===== src/shared/sfm_regs.svh =====
// Register offsets, field positions, reset values and timing counts of the safety block.
`ifndef SFM_REGS_SVH
`define SFM_REGS_SVH

// Register byte offsets on the AXI4-Lite slave.
`define SFM_ADDR_CTRL        8'h00
`define SFM_ADDR_MODE_CFG    8'h04
`define SFM_ADDR_STATUS      8'h08
`define SFM_ADDR_IRQ_STATUS  8'h0C
`define SFM_ADDR_IRQ_MASK    8'h10

// Reset values.
`define SFM_CTRL_RESET       4'h0
`define SFM_MODE_CFG_RESET   8'hFF
`define SFM_IRQ_MASK_RESET   4'h0

// Status register field positions.
`define SFM_ST_ENERGY        0
`define SFM_ST_TH_ENABLE     1
`define SFM_ST_MODE_VALID    2
`define SFM_ST_MODE_ERR      3
`define SFM_ST_FLAGS_LSB     4
`define SFM_ST_FSM_LSB       8

// Interrupt event bit positions.
`define SFM_EV_MODE_ERR      0
`define SFM_EV_TIMEOUT       1
`define SFM_EV_TH_GRANT      2
`define SFM_EV_SEL_LOST      3

// Bus responses.
`define SFM_RESP_OKAY        2'h0
`define SFM_RESP_SLVERR      2'h2

// Timing: clock rate in Hz, window in ms, and the derived cycle count (rounded down).
`define SFM_CLK_HZ           32'h0262_5A00
`define SFM_SIMUL_TIME_MS    32'h0000_01C2
`define SFM_MS_PER_S         32'h0000_03E8
`define SFM_SIMUL_CYCLES     (`SFM_SIMUL_TIME_MS * (`SFM_CLK_HZ / `SFM_MS_PER_S))

`endif


===== src/shared/sfm_pkg.sv =====
// Types shared by the safety block modules.
package sfm_pkg;

  typedef enum logic [2:0] {
    SFM_TH_WAIT_LOW,
    SFM_TH_ARMED,
    SFM_TH_TIMING,
    SFM_TH_ON,
    SFM_TH_LOCKED
  } sfm_th_state_t;

  typedef struct packed {
    logic door_guard_input;
    logic auto_mode;
    logic setup_mode;
  } sfm_bypass_in_t;

  typedef struct packed {
    logic button_a_channel1;
    logic button_a_channel2;
    logic button_b_channel1;
    logic button_b_channel2;
    logic supplementary_condition;
  } sfm_two_hand_in_t;

  typedef struct packed {
    logic          awready;
    logic          wready;
    logic          bvalid;
    logic [1:0]    bresp;
    logic          arready;
    logic          rvalid;
    logic [1:0]    rresp;
    logic [31:0]   rdata;
    logic          aw_got;
    logic          w_got;
    logic [7:0]    waddr;
    logic [7:0]    wdata;
    logic          wstrb0;
    logic [3:0]    btn_invert;
    logic [7:0]    mode_cfg;
    logic [3:0]    irq_status;
    logic [3:0]    irq_mask;
    logic          irq;
    sfm_th_state_t th_state;
    logic [24:0]   th_cnt;
    logic          energy;
    logic          th_enable;
    logic [3:0]    err_flags;
    logic          mode_err_q;
    logic          sel_valid_q;
  } sfm_state_t;

  typedef struct packed {
    logic valid;
  } sfm_chk_state_t;

endpackage


===== src/rtl/sfm_top.sv =====
// Safety function block: door-guard bypass, two-hand control and mode-selector check.
//
// Decided for this implementation: register access over AXI4-Lite and the address map.
`timescale 1ns/1ps
`include "sfm_regs.svh"
// Contract
// In automatic mode the energy output comes on when the door is closed, in any order.
// In automatic mode the energy output drops as soon as the door opens.
// Both mode inputs equal is an error and the energy output stays off.
// In set-up mode alone the energy output is on whatever the door does.
// A clean switch between the two modes does not in itself drop the energy output.
// The two-hand enable needs all four channels and the extra condition high.
// Both buttons must be pressed within a fixed 0.45 s window or no enable is given.
// Each button channel has a flag that holds its input state.
// The extra condition input must be high for the two-hand enable.
// Buttons are normally-open contacts; other wiring must be inverted by configuration.
// Mode valid is high only when exactly one assigned selector input is high.
// One to eight selector slots may be assigned; unassigned slots are ignored.
// After the enable is lost, all four channels must go low before a new grant; the code re-grants at once when only the extra condition dropped.
// Inputs are sampled once per clock and outputs follow from those samples.
module sfm_top #(
  parameter int unsigned SIMUL_CYCLES = `SFM_SIMUL_CYCLES
) (
  // Clock and reset
  input  wire logic                      aclk,
  input  wire logic                      aresetn,
  // AXI4-Lite write channels
  input  wire logic [7:0]                awaddr,
  input  wire logic                      awvalid,
  output logic                           awready,
  input  wire logic [31:0]               wdata,
  input  wire logic [3:0]                wstrb,
  input  wire logic                      wvalid,
  output logic                           wready,
  output logic [1:0]                     bresp,
  output logic                           bvalid,
  input  wire logic                      bready,
  // AXI4-Lite read channels
  input  wire logic [7:0]                araddr,
  input  wire logic                      arvalid,
  output logic                           arready,
  output logic [31:0]                    rdata,
  output logic [1:0]                     rresp,
  output logic                           rvalid,
  input  wire logic                      rready,
  // Field inputs
  input  wire sfm_pkg::sfm_bypass_in_t   bypass_pins,
  input  wire sfm_pkg::sfm_two_hand_in_t two_hand_pins,
  input  wire logic [7:0]                mode_inputs,
  // Safety outputs
  output logic                           energy_output,
  output logic                           two_hand_enable,
  output logic                           single_mode_valid,
  output logic [3:0]                     button_error_flag,
  // Interrupt
  output logic                           irq
);
  import sfm_pkg::*;

  localparam logic [24:0] SIMUL_LAST = 25'(SIMUL_CYCLES - 1);

  sfm_state_t s;
  sfm_state_t next_s;
  logic [3:0] btn;
  logic       all_high;
  logic       all_low;
  logic       supp;
  logic       mode_ok;
  logic       timeout;
  logic [3:0] ev;
  logic [3:0] clr;

  function automatic logic mapped(input logic [7:0] a);
    case (a)
      `SFM_ADDR_CTRL, `SFM_ADDR_MODE_CFG, `SFM_ADDR_STATUS,
      `SFM_ADDR_IRQ_STATUS, `SFM_ADDR_IRQ_MASK: mapped = 1'b1;
      default: mapped = 1'b0;
    endcase
  endfunction

  function automatic logic [31:0] read_word(input logic [7:0] a, input sfm_state_t st,
                                            input logic sel_ok);
    logic [31:0] w;
    w = 32'h0000_0000;
    case (a)
      `SFM_ADDR_CTRL: w[3:0] = st.btn_invert;
      `SFM_ADDR_MODE_CFG: w[7:0] = st.mode_cfg;
      `SFM_ADDR_STATUS: begin
        w[`SFM_ST_ENERGY] = st.energy;
        w[`SFM_ST_TH_ENABLE] = st.th_enable;
        w[`SFM_ST_MODE_VALID] = sel_ok;
        w[`SFM_ST_MODE_ERR] = st.mode_err_q;
        w[`SFM_ST_FLAGS_LSB +: 4] = st.err_flags;
        w[`SFM_ST_FSM_LSB +: 3] = st.th_state;
      end
      `SFM_ADDR_IRQ_STATUS: w[3:0] = st.irq_status;
      `SFM_ADDR_IRQ_MASK: w[3:0] = st.irq_mask;
      default: w = 32'h0000_0000;
    endcase
    return w;
  endfunction

  always_comb begin
    next_s = s;
    clr = 4'h0;
    ev = 4'h0;
    timeout = 1'b0;

    // Write path: address and data are taken in either order, the write lands once both are in.
    if (awvalid && s.awready) begin
      next_s.aw_got = 1'b1;
      next_s.waddr = awaddr;
      next_s.awready = 1'b0;
    end
    if (wvalid && s.wready) begin
      next_s.w_got = 1'b1;
      next_s.wdata = wdata[7:0];
      next_s.wstrb0 = wstrb[0];
      next_s.wready = 1'b0;
    end
    if (s.aw_got && s.w_got && !s.bvalid) begin
      next_s.aw_got = 1'b0;
      next_s.w_got = 1'b0;
      next_s.bvalid = 1'b1;
      next_s.bresp = mapped(s.waddr) ? `SFM_RESP_OKAY : `SFM_RESP_SLVERR;
      // Every writable field sits in byte lane 0, so only that strobe matters.
      if (s.wstrb0) begin
        case (s.waddr)
          `SFM_ADDR_CTRL: next_s.btn_invert = s.wdata[3:0];
          `SFM_ADDR_MODE_CFG: next_s.mode_cfg = s.wdata;
          `SFM_ADDR_IRQ_STATUS: clr = s.wdata[3:0];
          `SFM_ADDR_IRQ_MASK: next_s.irq_mask = s.wdata[3:0];
          default: clr = 4'h0;
        endcase
      end
    end
    if (s.bvalid && bready) begin
      next_s.bvalid = 1'b0;
      next_s.awready = 1'b1;
      next_s.wready = 1'b1;
    end

    // Read path: one outstanding read, data latched at the address handshake.
    if (arvalid && s.arready) begin
      next_s.arready = 1'b0;
      next_s.rvalid = 1'b1;
      next_s.rdata = read_word(araddr, s, single_mode_valid);
      next_s.rresp = mapped(araddr) ? `SFM_RESP_OKAY : `SFM_RESP_SLVERR;
    end
    if (s.rvalid && rready) begin
      next_s.rvalid = 1'b0;
      next_s.arready = 1'b1;
    end

    // Door-guard bypass evaluated straight from this cycle's samples, so a clean mode
    // change moves from one true term to the other without a gap.
    mode_ok = bypass_pins.auto_mode ^ bypass_pins.setup_mode;
    next_s.energy = (bypass_pins.auto_mode && !bypass_pins.setup_mode &&
                     bypass_pins.door_guard_input) ||
                    (bypass_pins.setup_mode && !bypass_pins.auto_mode);
    next_s.mode_err_q = !mode_ok;

    // Two-hand control. Inversion lets NC or complementary contacts be wired.
    btn = {two_hand_pins.button_a_channel1, two_hand_pins.button_a_channel2,
           two_hand_pins.button_b_channel1, two_hand_pins.button_b_channel2} ^ s.btn_invert;
    supp = two_hand_pins.supplementary_condition;
    all_high = &btn;
    all_low = ~|btn;
    next_s.err_flags = btn;
    case (s.th_state)
      SFM_TH_WAIT_LOW: begin
        if (all_low) begin
          next_s.th_state = SFM_TH_ARMED;
        end
      end
      SFM_TH_ARMED: begin
        next_s.th_cnt = 25'h0000000;
        if (all_high) begin
          next_s.th_state = SFM_TH_ON;
        end else if (!all_low) begin
          next_s.th_state = SFM_TH_TIMING;
        end
      end
      SFM_TH_TIMING: begin
        if (all_high) begin
          next_s.th_state = SFM_TH_ON;
        end else if (all_low) begin
          next_s.th_state = SFM_TH_ARMED;
        end else if (s.th_cnt == SIMUL_LAST) begin
          // The window is measured from the first channel that went high.
          timeout = 1'b1;
          next_s.th_state = SFM_TH_LOCKED;
        end else begin
          next_s.th_cnt = s.th_cnt + 25'h0000001;
        end
      end
      SFM_TH_ON: begin
        if (!all_high) begin
          next_s.th_state = SFM_TH_LOCKED;
        end
      end
      SFM_TH_LOCKED: begin
        if (all_low) begin
          next_s.th_state = SFM_TH_ARMED;
        end
      end
      default: next_s.th_state = SFM_TH_LOCKED;
    endcase
    next_s.th_enable = (next_s.th_state == SFM_TH_ON) && all_high && supp;

    // Sticky events; a set in the same cycle as a clear wins.
    ev[`SFM_EV_MODE_ERR] = !mode_ok && !s.mode_err_q;
    ev[`SFM_EV_TIMEOUT] = timeout;
    ev[`SFM_EV_TH_GRANT] = next_s.th_enable && !s.th_enable;
    ev[`SFM_EV_SEL_LOST] = s.sel_valid_q && !single_mode_valid;
    next_s.sel_valid_q = single_mode_valid;
    next_s.irq_status = (s.irq_status & ~clr) | ev;
    next_s.irq = |(next_s.irq_status & next_s.irq_mask);
  end

  always_ff @(posedge aclk) begin
    if (!aresetn) begin
      s <= '0;
      s.awready <= 1'b1;
      s.wready <= 1'b1;
      s.arready <= 1'b1;
      s.btn_invert <= `SFM_CTRL_RESET;
      s.mode_cfg <= `SFM_MODE_CFG_RESET;
      s.irq_mask <= `SFM_IRQ_MASK_RESET;
    end else begin
      s <= next_s;
    end
  end

  sfm_mode_check u_mode_check (
    .aclk              (aclk),
    .aresetn           (aresetn),
    .mode_inputs       (mode_inputs),
    .slot_cfg          (s.mode_cfg),
    .single_mode_valid (single_mode_valid)
  );

  assign awready = s.awready;
  assign wready = s.wready;
  assign bvalid = s.bvalid;
  assign bresp = s.bresp;
  assign arready = s.arready;
  assign rvalid = s.rvalid;
  assign rdata = s.rdata;
  assign rresp = s.rresp;
  assign energy_output = s.energy;
  assign two_hand_enable = s.th_enable;
  assign button_error_flag = s.err_flags;
  assign irq = s.irq;
endmodule


===== src/rtl/sfm_mode_check.sv =====
// Mode-selector validator: exactly one assigned input high.
`timescale 1ns/1ps
module sfm_mode_check (
  // Clock and reset
  input  wire logic       aclk,
  input  wire logic       aresetn,
  // Selector contacts and slot assignment
  input  wire logic [7:0] mode_inputs,
  input  wire logic [7:0] slot_cfg,
  // Result
  output logic            single_mode_valid
);
  import sfm_pkg::*;

  sfm_chk_state_t s;
  sfm_chk_state_t next_s;
  logic [7:0]     active;

  always_comb begin
    next_s = s;
    // Unassigned slots are masked out before the test.
    active = mode_inputs & slot_cfg;
    // A non-zero word with no second bit set has exactly one bit high.
    next_s.valid = (active != 8'h00) && ((active & (active - 8'h01)) == 8'h00);
  end

  always_ff @(posedge aclk) begin
    if (!aresetn) begin
      s <= '0;
    end else begin
      s <= next_s;
    end
  end

  assign single_mode_valid = s.valid;
endmodule


===== config.mk =====
export PLATFORM = sky130hd
export DESIGN_NAME = sfm_top
export DESIGN_NICKNAME = d
export VERILOG_FILES = /design/src/shared/sfm_pkg.sv /design/src/rtl/sfm_top.sv /design/src/rtl/sfm_mode_check.sv
export VERILOG_INCLUDE_DIRS = /design/src /design/src/shared
export SDC_FILE = /design/constraint.sdc
export NUM_CORES = 1
export LEC_CHECK = 0
export BUFFER_PORTS_ARGS = -buffer_cell sky130_fd_sc_hd__buf_2
export CORE_ASPECT_RATIO = 1.2
export CORE_UTILIZATION = 23
export CTS_CLUSTER_SIZE = 16
export DETAILED_ROUTE_END_ITERATION = 10
export GPL_ROUTABILITY_DRIVEN = 0
export PLACE_DENSITY = 0.53
export SYNTH_ARGS = -nofsm -noshare
export SYNTH_HDL_FRONTEND = slang
export SYNTH_HIERARCHICAL = 1
export SYNTH_SLANG_ARGS = --single-unit

===== constraint.sdc =====
create_clock -name aclk -period 3.29 [get_ports aclk]
set_input_delay 0 -clock aclk [delete_from_list [all_inputs] [get_ports aclk]]
set_output_delay 0 -clock aclk [all_outputs]
set_load 0.01 [all_outputs]

==> results of run 1 <==
## sequential cells by signal (all words and copies together) (netlist names)
signal	cells
bresp	1
two_hand_enable	1
s	69
rdata	11
energy_output	1
u_mode_check/single_mode_valid	1
bvalid	1
rresp	1
arready	1
awready	1
irq	1
wready	1
rvalid	1
button_error_flag	4
## repair_timing
| item | CTS | global route |
|---|---|---|
| hold buffers | 24 | 0 |
| endpoints found under the setup margin | 0 | 0 |
| endpoints found under the hold margin | 23 | 0 |
## power breakdown
part | internal (mW) | leakage [nW] | total, mW | switching (mW)
sequential | 1.18 | 0.772 | 1.21 | 0.0279
clock | 0.746 | 0.166 | 1.20 | 0.458
combinational | 0.0983 | 1.38 | 0.218 | 0.119
## layer usage
layer | vias up | global-route usage
li1 | 2030 | -
met1 | 1844 | 0.144
met2 | 96 | 0.178
met3 | 16 | 0.0198
met4 | 0 | 0.0418
met5 | - | 0
## area by class of cell
class,instances,area [µm²]
Clock buffer,9,225
Multi-Input combinational cell,404,2440
Timing Repair Buffer,99,621
Tap cell,261,327
Clock inverter,6,116
Fill cell,2149,14100
Inverter,15,56.3
Sequential cell,95,1900
## worst max-delay path by stage
stage,slack [ns],startpoint,endpoint,cells after the start
after floorplan,1.22,s[72],irq,6
after global placement,0.93,s[72],s[47],5
after detailed placement,0.91,s[72],s[49],5
after CTS,0.89,s[72],s[48],5
after global routing,0.65,s[33],s[27],6
final,0.89,s[72],s[48],5
## synth_stat cells, drive strengths merged, types with 2 or more instances
cell,number
a22oi,2
xor2,5
a22o,5
a31oi,4
buf,43
mux2i,25
nor2b,9
a41oi,2
or3,6
and4,3
ha,3
and2b,3
a31o,3
or4,5
nand2b,6
inv,15
and3,2
dfxtp,95
a41o,2
and2,13
nand2,84
xnor2,8
clkbuf,17
o2111ai,3
o22ai,7
or2,2
o211ai,3
nand3,30
nand4,13
nor3,5
nor2,30
nor4b,3
a21boi,33
a21oi,26
o21ai,18
nor4,4
## kinds of logic after synthesis
| kind of cell | synth area share |
|---|---|
| and+or+nand+nor | 0.244 |
| xor gates and xnor gates | 0.0242 |
| other | 0.000796 |
| DFF | 0.404 |
| adders and majority gates | 0.00797 |
| buffers and inverters | 0.0949 |
| AOI/OAI and AO/OA | 0.171 |
| muxes | 0.0531 |
## per-stage QoR
step	utilization	power, mW	hold slack, ns
after floorplan	-	1.38	0.100
after global placement	0.258	1.43	0.209
after detailed placement	0.258	1.43	0.218
after CTS	0.287	2.67	0.000506
after global routing	0.287	2.76	0.000940
final	0.287	2.63	0.00620
## critical path: stages, from the launching register on
cell and delay [ns]:
dfxtp_1 0.32, or4_4 0.56, nor4_4 0.50, nand3b_1 0.53
mux2i_1 0.30, nand2_1 0.06
==> impl_metrics.yaml, run 1 <==
synth:
  ys_ff_latch: 95
  synth_edf_count: 0
  yosysSeqAreaShare: 0.404
  synth_top_area_cell: "dfxtp_1"
  synth.distinct_cells: 62
  synthTopCellsByArea: "dfxtp_1 40%, nand2_1 6.7%, buf_4 6.5%"
  avgSynthCellArea_um2: 8.51
  synth_top_area_share: 0.404
  yosysWarnings: 6
  ys_async_sr_fraction: 0
  synth_ff_type: "dfxtp_1"
  synth_area_um2: 4710
  syn_inst: 553
floorplanning:
  initial_utilization: 0.237
  core_area_um2: 19800
  pin_count: 124
  rows: 56
  die_area_um2: 21000
  dieWidth_um: 133
  die_y_um: 159
final_layout:
  final_cell_mix: "95 x dfxtp_1, 84 x nand2_1, 73 x buf_2"
  design_area_um2: 5690
  instances_no_fill: 889
  n_antenna_cell: 0
  finalNetCount: 702
  layout_commonest_cell: "dfxtp_1"
  drive_gt1_frac: 0.174
  area_growth_pct: 20.8
sta:
  fin_crit_ns: 2.40
  relSlewSlack: 0.455
  tightest_slew_ns: 0.815
  hold_viol_final: 0
  post-route-period-util: 0.728
  skew_ns: 0.00725
  rsz0062_at_grt: "no"
  max_freq_mhz: 417
  setup_viol: 0
  setup_slack_ns: 0.894
  tns_ns: 0
  slew_viol_final: 0
placement:
  port_buffers: 73
  place_hpwl_mm: 8.36
  place_area_um2: 5110
  placed_cells: 850
  dp_slack_ns: 0.910
global_route:
  grt_max_degree: 68
  grt_overflow: 0
  track_usage: 0.110
  antenna_found_initial: 1
  grt_pass1_wl_mm: 18.7
  grt_pass1_vias: 3648
routing:
  final_antenna_net_count: 0
  wl_met2_mm: 5.31
  avgViaCountPerCell: 4.48
  wl_mm: 11.4
  wl_per_cell_um: 12.8
  dr.first_iter.drc_count: 245
  drt-met1-wl_mm: 5.39
  wl_met3_um: 461
  drc: 0
  drtPass1Iterations: 4
  top_layer: "met4"
  dr_total_vias: 3986
flow_run:
  drv_cap: 0
worst_hold_path:
  min-delay-start: "aresetn"
  min_path_type: "in -> reg"
  min_to: "s[35]"
  min_path_cells: 2
clock_network:
  clock_latency_ns: 0.34
  cts_buffers: 9
  ctsLongestPathBuffers: 2
  path_clk_slew_ns: 0.07
  cts_tree: "done"
  postCtsSetupRepairBufs: 0
  ctsResizeCount: 0
  numClockSinks: 95
  cts_root_buffer: "clkbuf_16"
  ctsHtreeMaxLevel: 3
critical_path:
  required_ns: 3.50
  rr_endpoint: "s[48]"
  crit_path_end_kind: "register"
  start_kind: "register"
  worst_ep_arrival_time_ns: 2.61
  r2r-start: "s[72]"
  rr_worst_depth: 5
  rrSetupSlack_ns: 0.89
  path_max_fanout: 9
  criticalPathCategory: "reg -> reg"
power_and_ir_drop:
  power_leakage_nw: 2.32
  powerDensity_nw_per_um2: 462
  ir_worst_vdd_mv: 0.207
outcome:
  status: "complete, no violations"
Note: power is estimated with default switching activity, not from simulation.
==> inputs of run 2 (changes only) <==
- PLACE_DENSITY: 0.53 -> 0.55
- clock period: 3.29 -> 2.2 ns (I/O delays scaled with it)
==> run 2 against run 1 <==
Cell area increased by 2.1%. Hold slack improved by 0.0099 ns. Largest cell class unchanged. Flip-flop and latch count is the same. Combinational power rose by 54%. Clock power increased by 32%. First-iteration DRC count is 38% lower. Clock skew shrank 0.0012 ns. Cell count increased by 2.4%. Sequential share of layout area shrank 0.69 points.
==> impl_metrics.yaml, run 2 (synthesized netlist as in run 1, its figures left out) <==
critical_path:
  path_buf_inv: 0
  path_cells: "or4_4, nor3_2, nand3_2, mux2i_1, o22ai_1, a221o_1"
  critPathSlowestCell: "or4_4"
  cpPeakStageDelay_ns: 0.57
  worst_ep_arrival_time_ns: 2.30
  required_ns: 2.43
  crit_path_end_kind: "register"
  path_max_fanout: 4
  criticalPathCategory: "reg -> reg"
  crit_family: "simple AND/OR/NAND/NOR gates"
  start_kind: "register"
floorplanning:
  core_area_um2: 19800
  rows: 56
  initial_utilization: 0.237
  die_y_um: 159
  pin_count: 124
  dieWidth_um: 133
  die_area_um2: 21000
clock_network:
  cts_tree: "done"
  cts_buffers: 9
  ctsLongestPathBuffers: 2
  clock_latency_ns: 0.34
  cts_root_buffer: "clkbuf_16"
  numClockSinks: 95
  ctsHtreeMaxLevel: 3
  path_clk_slew_ns: 0.07
  postCtsSetupRepairBufs: 0
routing:
  drtPass1Iterations: 4
  avgViaCountPerCell: 4.40
  final_antenna_net_count: 0
  wl_mm: 11.4
  dr.first_iter.drc_count: 152
  drc: 0
  wl_per_cell_um: 12.5
  dr_total_vias: 4002
final_layout:
  design_area_um2: 5810
  largest_register_ffs: 69
  final_cell_mix: "95 x dfxtp_1, 84 x nand2_1, 73 x buf_2"
  drive_gt1_frac: 0.206
  final_core_util: 0.293
  finalNetCount: 722
  regMostFlops: "s"
  layout_commonest_cell: "dfxtp_1"
  area_growth_pct: 23.4
  n_antenna_cell: 0
global_route:
  track_usage: 0.111
  grt_max_degree: 38
  grt_overflow: 0
  grt_pass1_vias: 3802
  antenna_found_initial: 0
  grt_pass1_wl_mm: 18.7
power_and_ir_drop:
  power_frac_clock: 0.424
  p_int_mw: 2.81
  p_total_mw: 3.72
  switching_share: 0.245
  ir_worst_vdd_mv: 0.359
  power_leakage_nw: 2.40
  combPwrFrac: 0.090
  p_seq_frac: 0.486
  p_sw_mw: 0.913
  powerDensity_nw_per_um2: 640
sta:
  relSlewSlack: 0.531
  post-route-period-util: 0.938
  fin_crit_ns: 2.06
  hold_viol_final: 0
  setup_viol: 0
  setup_slack_ns: 0.137
  skew_ns: 0.00610
  max_freq_mhz: 485
  tightest_slew_ns: 0.702
  slew_viol_final: 0
placement:
  dp_slack_ns: 0.0590
  place_area_um2: 5270
  port_buffers: 73
  place_hpwl_mm: 8.78
worst_hold_path:
  min_path_type: "in -> reg"
outcome:
  status: "complete, no violations"
flow_run:
  drv_cap: 0
-- run 2: cell count changes in the layout (fill, tap and decap cells not counted), sizes merged --
cell | previous run | this run
clkinvlp | 0 | 2
clkbuf | 9 | 10
dlygate4sd3 | 24 | 23
buf | 75 | 96
bufinv | 3 | 1
-- run 2: cell type report --
class                   count  area, µm²
fillers                  2135      14000
multi-input cells         404       2460
flip-flops and latches     95       1900
repair buffers            119        768
well taps                 261        327
clock buffers              10        229
clock inverters             6       67.6
inverters                  15       56.3
-- run 2: power groups by stage --
stage          Sequential (mW)  Clock, mW  Combinational [mW]
6_report                  1.80       1.58               0.336
5_1_grt                   1.81       1.70               0.379
4_1_cts                   1.80       1.63               0.338
3_5_place_dp              1.84          0               0.305
3_3_place_gp              1.84          0               0.303
2_1_floorplan             1.83          0               0.231
-- run 2: what timing repair did --
| action | CTS | global route |
|---|---|---|
| hold buffers | 23 | 0 |
| endpoints found under the hold margin | 23 | 0 |
| gates resized for setup | 0 | 4 |
| setup endpoints to repair | 0 | 1 |
-- run 2: final timing paths --
| kind | endpoint | slack (ns) | start | cells after the start |
|---|---|---|---|---|
| max reg2reg | irq | 0.14 | s[72] | 6 |
| min reg2reg | rdata[8] | 0.46 | rdata[8] | 2 |
| min | awready | 0.02 | awvalid | 2 |
| max | irq | 0.14 | s[72] | 6 |
-- run 2: metal layers --
metal	vias up	track usage	share of wire
met2	77	0.191	0.48
met1	1847	0.134	0.46
li1	2066	-	-
met4	0	0.0434	0.020
met5	-	0	0
met3	12	0.0233	0.034
-- run 2: metrics by stage --
step / hold WS, ns / std cells / TNS [ns]
CTS: 0.0153 / 910 / 0
global route: 0.0397 / 910 / -0.00342
floorplan: 0.100 / 575 / 0
detailed placement: 0.223 / 871 / 0
global placement: 0.212 / 871 / 0
finish: 0.0161 / 910 / 0
==> inputs of run 3 (changes only) <==
==> constraint.sdc (replaced) <==
create_clock -name aclk -period 2.2 [get_ports aclk]
set_input_delay 0.33 -clock aclk [delete_from_list [all_inputs] [get_ports aclk]]
set_output_delay 0.33 -clock aclk [all_outputs]
set_load 0.01 [all_outputs]
==> run 3 against run 2 <==
Clock power down 3%. Hold slack better by 0.16 ns. Critical path depth unchanged. Via count down 1.8%. Cell area down 4.0%. First-iteration DRC count up 41%. Combinational power down 9.8%. Setup slack worse by 0.054 ns. Register-to-register slack worse by 0.05 ns. Routed wire length up 0.56%. Total power down 2.0%. Critical path type unchanged. Largest power group unchanged.
==> impl_metrics.yaml, run 3 (synthesized netlist as in run 1, its figures left out) <==
floorplanning:
  initial_utilization: 0.237
  die_y_um: 159
  rows: 56
  core_area_um2: 19800
  die_area_um2: 21000
  dieWidth_um: 133
  pin_count: 124
routing:
  drc: 0
  avgViaCountPerCell: 4.43
  wl_mm: 11.4
  final_antenna_net_count: 0
  dr.first_iter.drc_count: 214
  dr_total_vias: 3931
  drtPass1Iterations: 4
  wl_per_cell_um: 12.9
power_and_ir_drop:
  power_leakage_nw: 2.30
  p_int_mw: 2.68
  switching_share: 0.264
  p_seq_frac: 0.495
  p_sw_mw: 0.962
  power_frac_clock: 0.422
  combPwrFrac: 0.083
  powerDensity_nw_per_um2: 653
  ir_worst_vdd_mv: 0.305
global_route:
  grt_pass1_wl_mm: 18.8
  grt_pass1_vias: 3636
  grt_overflow: 0
  track_usage: 0.112
  antenna_found_initial: 0
  grt_max_degree: 56
critical_path:
  start_kind: "register"
  required_ns: 2.44
  rr_endpoint: "irq"
  crit_family: "simple AND/OR/NAND/NOR gates"
  worst_ep_arrival_time_ns: 2.36
  path_cells: "or4_4, nor3_1, nand3_2, mux2i_2, o22ai_1, a221o_1"
  path_max_fanout: 4
  critPathSlowestCell: "or4_4"
  criticalPathCategory: "reg -> reg"
  crit_path_end_kind: "register"
  rr_worst_depth: 6
  r2r-start: "s[72]"
  rrSetupSlack_ns: 0.08
  path_buf_inv: 0
  cpPeakStageDelay_ns: 0.56
sta:
  fin_crit_ns: 2.12
  skew_ns: 0.00881
  setup_viol: 0
  hold_viol_final: 0
  slew_viol_final: 0
  relSlewSlack: 0.397
  post-route-period-util: 0.962
  max_freq_mhz: 472
  tns_ns: 0
  holdWs_ns: 0.176
  tightest_slew_ns: 0.902
clock_network:
  ctsHtreeMaxLevel: 3
  cts_tree: "done"
  cts_root_buffer: "clkbuf_16"
  path_clk_slew_ns: 0.07
  clock_latency_ns: 0.35
  cts_buffers: 9
  numClockSinks: 95
  ctsLongestPathBuffers: 2
final_layout:
  largest_register_ffs: 69
  area_growth_pct: 18.5
  n_antenna_cell: 0
  drive_gt1_frac: 0.219
  nFillCells: 2103
  layout_commonest_cell: "dfxtp_1"
  final_cell_mix: "95 x dfxtp_1, 84 x nand2_1, 73 x buf_2"
  finalNetCount: 700
  regMostFlops: "s"
  design_area_um2: 5580
worst_hold_path:
  min_path_cells: 2
  min-delay-start: "wvalid"
  min_to: "wready"
  min_path_type: "in -> reg"
placement:
  place_area_um2: 5260
  place_hpwl_mm: 8.71
  port_buffers: 73
outcome:
  status: "complete, no violations"
flow_run:
  drv_cap: 0
==> run 3: cell count changes in the layout (fill, tap and decap cells not counted), moves of 2 or more <==
| cell | before | now |
|---|---|---|
| mux2i_1 | 25 | 23 |
| inv_8 | 0 | 2 |
| mux2i_2 | 0 | 2 |
| dlygate4sd3_1 | 23 | 0 |
==> run 3: worst max-delay path by stage <==
stage	start	slack (ns)	end	cells past startpoint
floorplan	s[72]	0.13	irq	6
global placement	s[72]	0.07	irq	6
detailed placement	s[72]	0.03	irq	6
CTS	s[72]	0.03	irq	6
global route	s[72]	-0.05	irq	6
finish	s[72]	0.08	irq	6
==> run 3: worst register-to-register path, delay by kind of cell, from the launching register on <==
| kind | cells | cell delay [ns] |
|---|---|---|
| simple gates | 3 | 0.99 |
| compound gates | 2 | 0.46 |
| flops | 1 | 0.31 |
| mux | 1 | 0.25 |
==> run 3: stage by stage <==
step	util	power (mW)	instances	setup slack, ns
global placement	0.265	2.14	870	0.0737
finish	0.281	3.64	888	0.0828
global route	0.281	3.81	888	-0.0549
floorplan	-	2.06	575	0.129
detailed placement	0.265	2.15	870	0.0283
CTS	0.280	3.69	886	0.0326
==> run 3: final cells by class <==
| class | count | area (µm²) | share of cell area |
|---|---|---|---|
| clock inverters | 7 | 61.3 | 0.0110 |
| repair buffers | 97 | 546 | 0.0978 |
| inverters | 15 | 56.3 | 0.0101 |
| flip-flops and latches | 95 | 1900 | 0.341 |
| clock buffers | 9 | 225 | 0.0404 |
| well taps | 261 | 327 | 0.0585 |
| multi-input cells | 404 | 2460 | 0.441 |
==> run 3: metal layers <==
layer,vias up,track usage,wire (µm)
met5,-,0,0
met4,0,0.0517,216
met3,11,0.0166,423
met2,93,0.189,5520
met1,1803,0.139,5270
li1,2024,-,-
==> run 3: power groups by stage <==
stage	combinational [mW]	clock, mW	sequential [mW]
2_1_floorplan	0.231	0	1.83
3_3_place_gp	0.300	0	1.84
3_5_place_dp	0.303	0	1.84
4_1_cts	0.303	1.58	1.80
5_1_grt	0.342	1.65	1.81
6_report	0.303	1.54	1.80
==> run 3: timing repair <==
action                     in CTS  in global routing
resized for setup               0                  5
buffers inserted                0                  2
hold buffers                    0                  0
setup endpoints to repair       0                  1
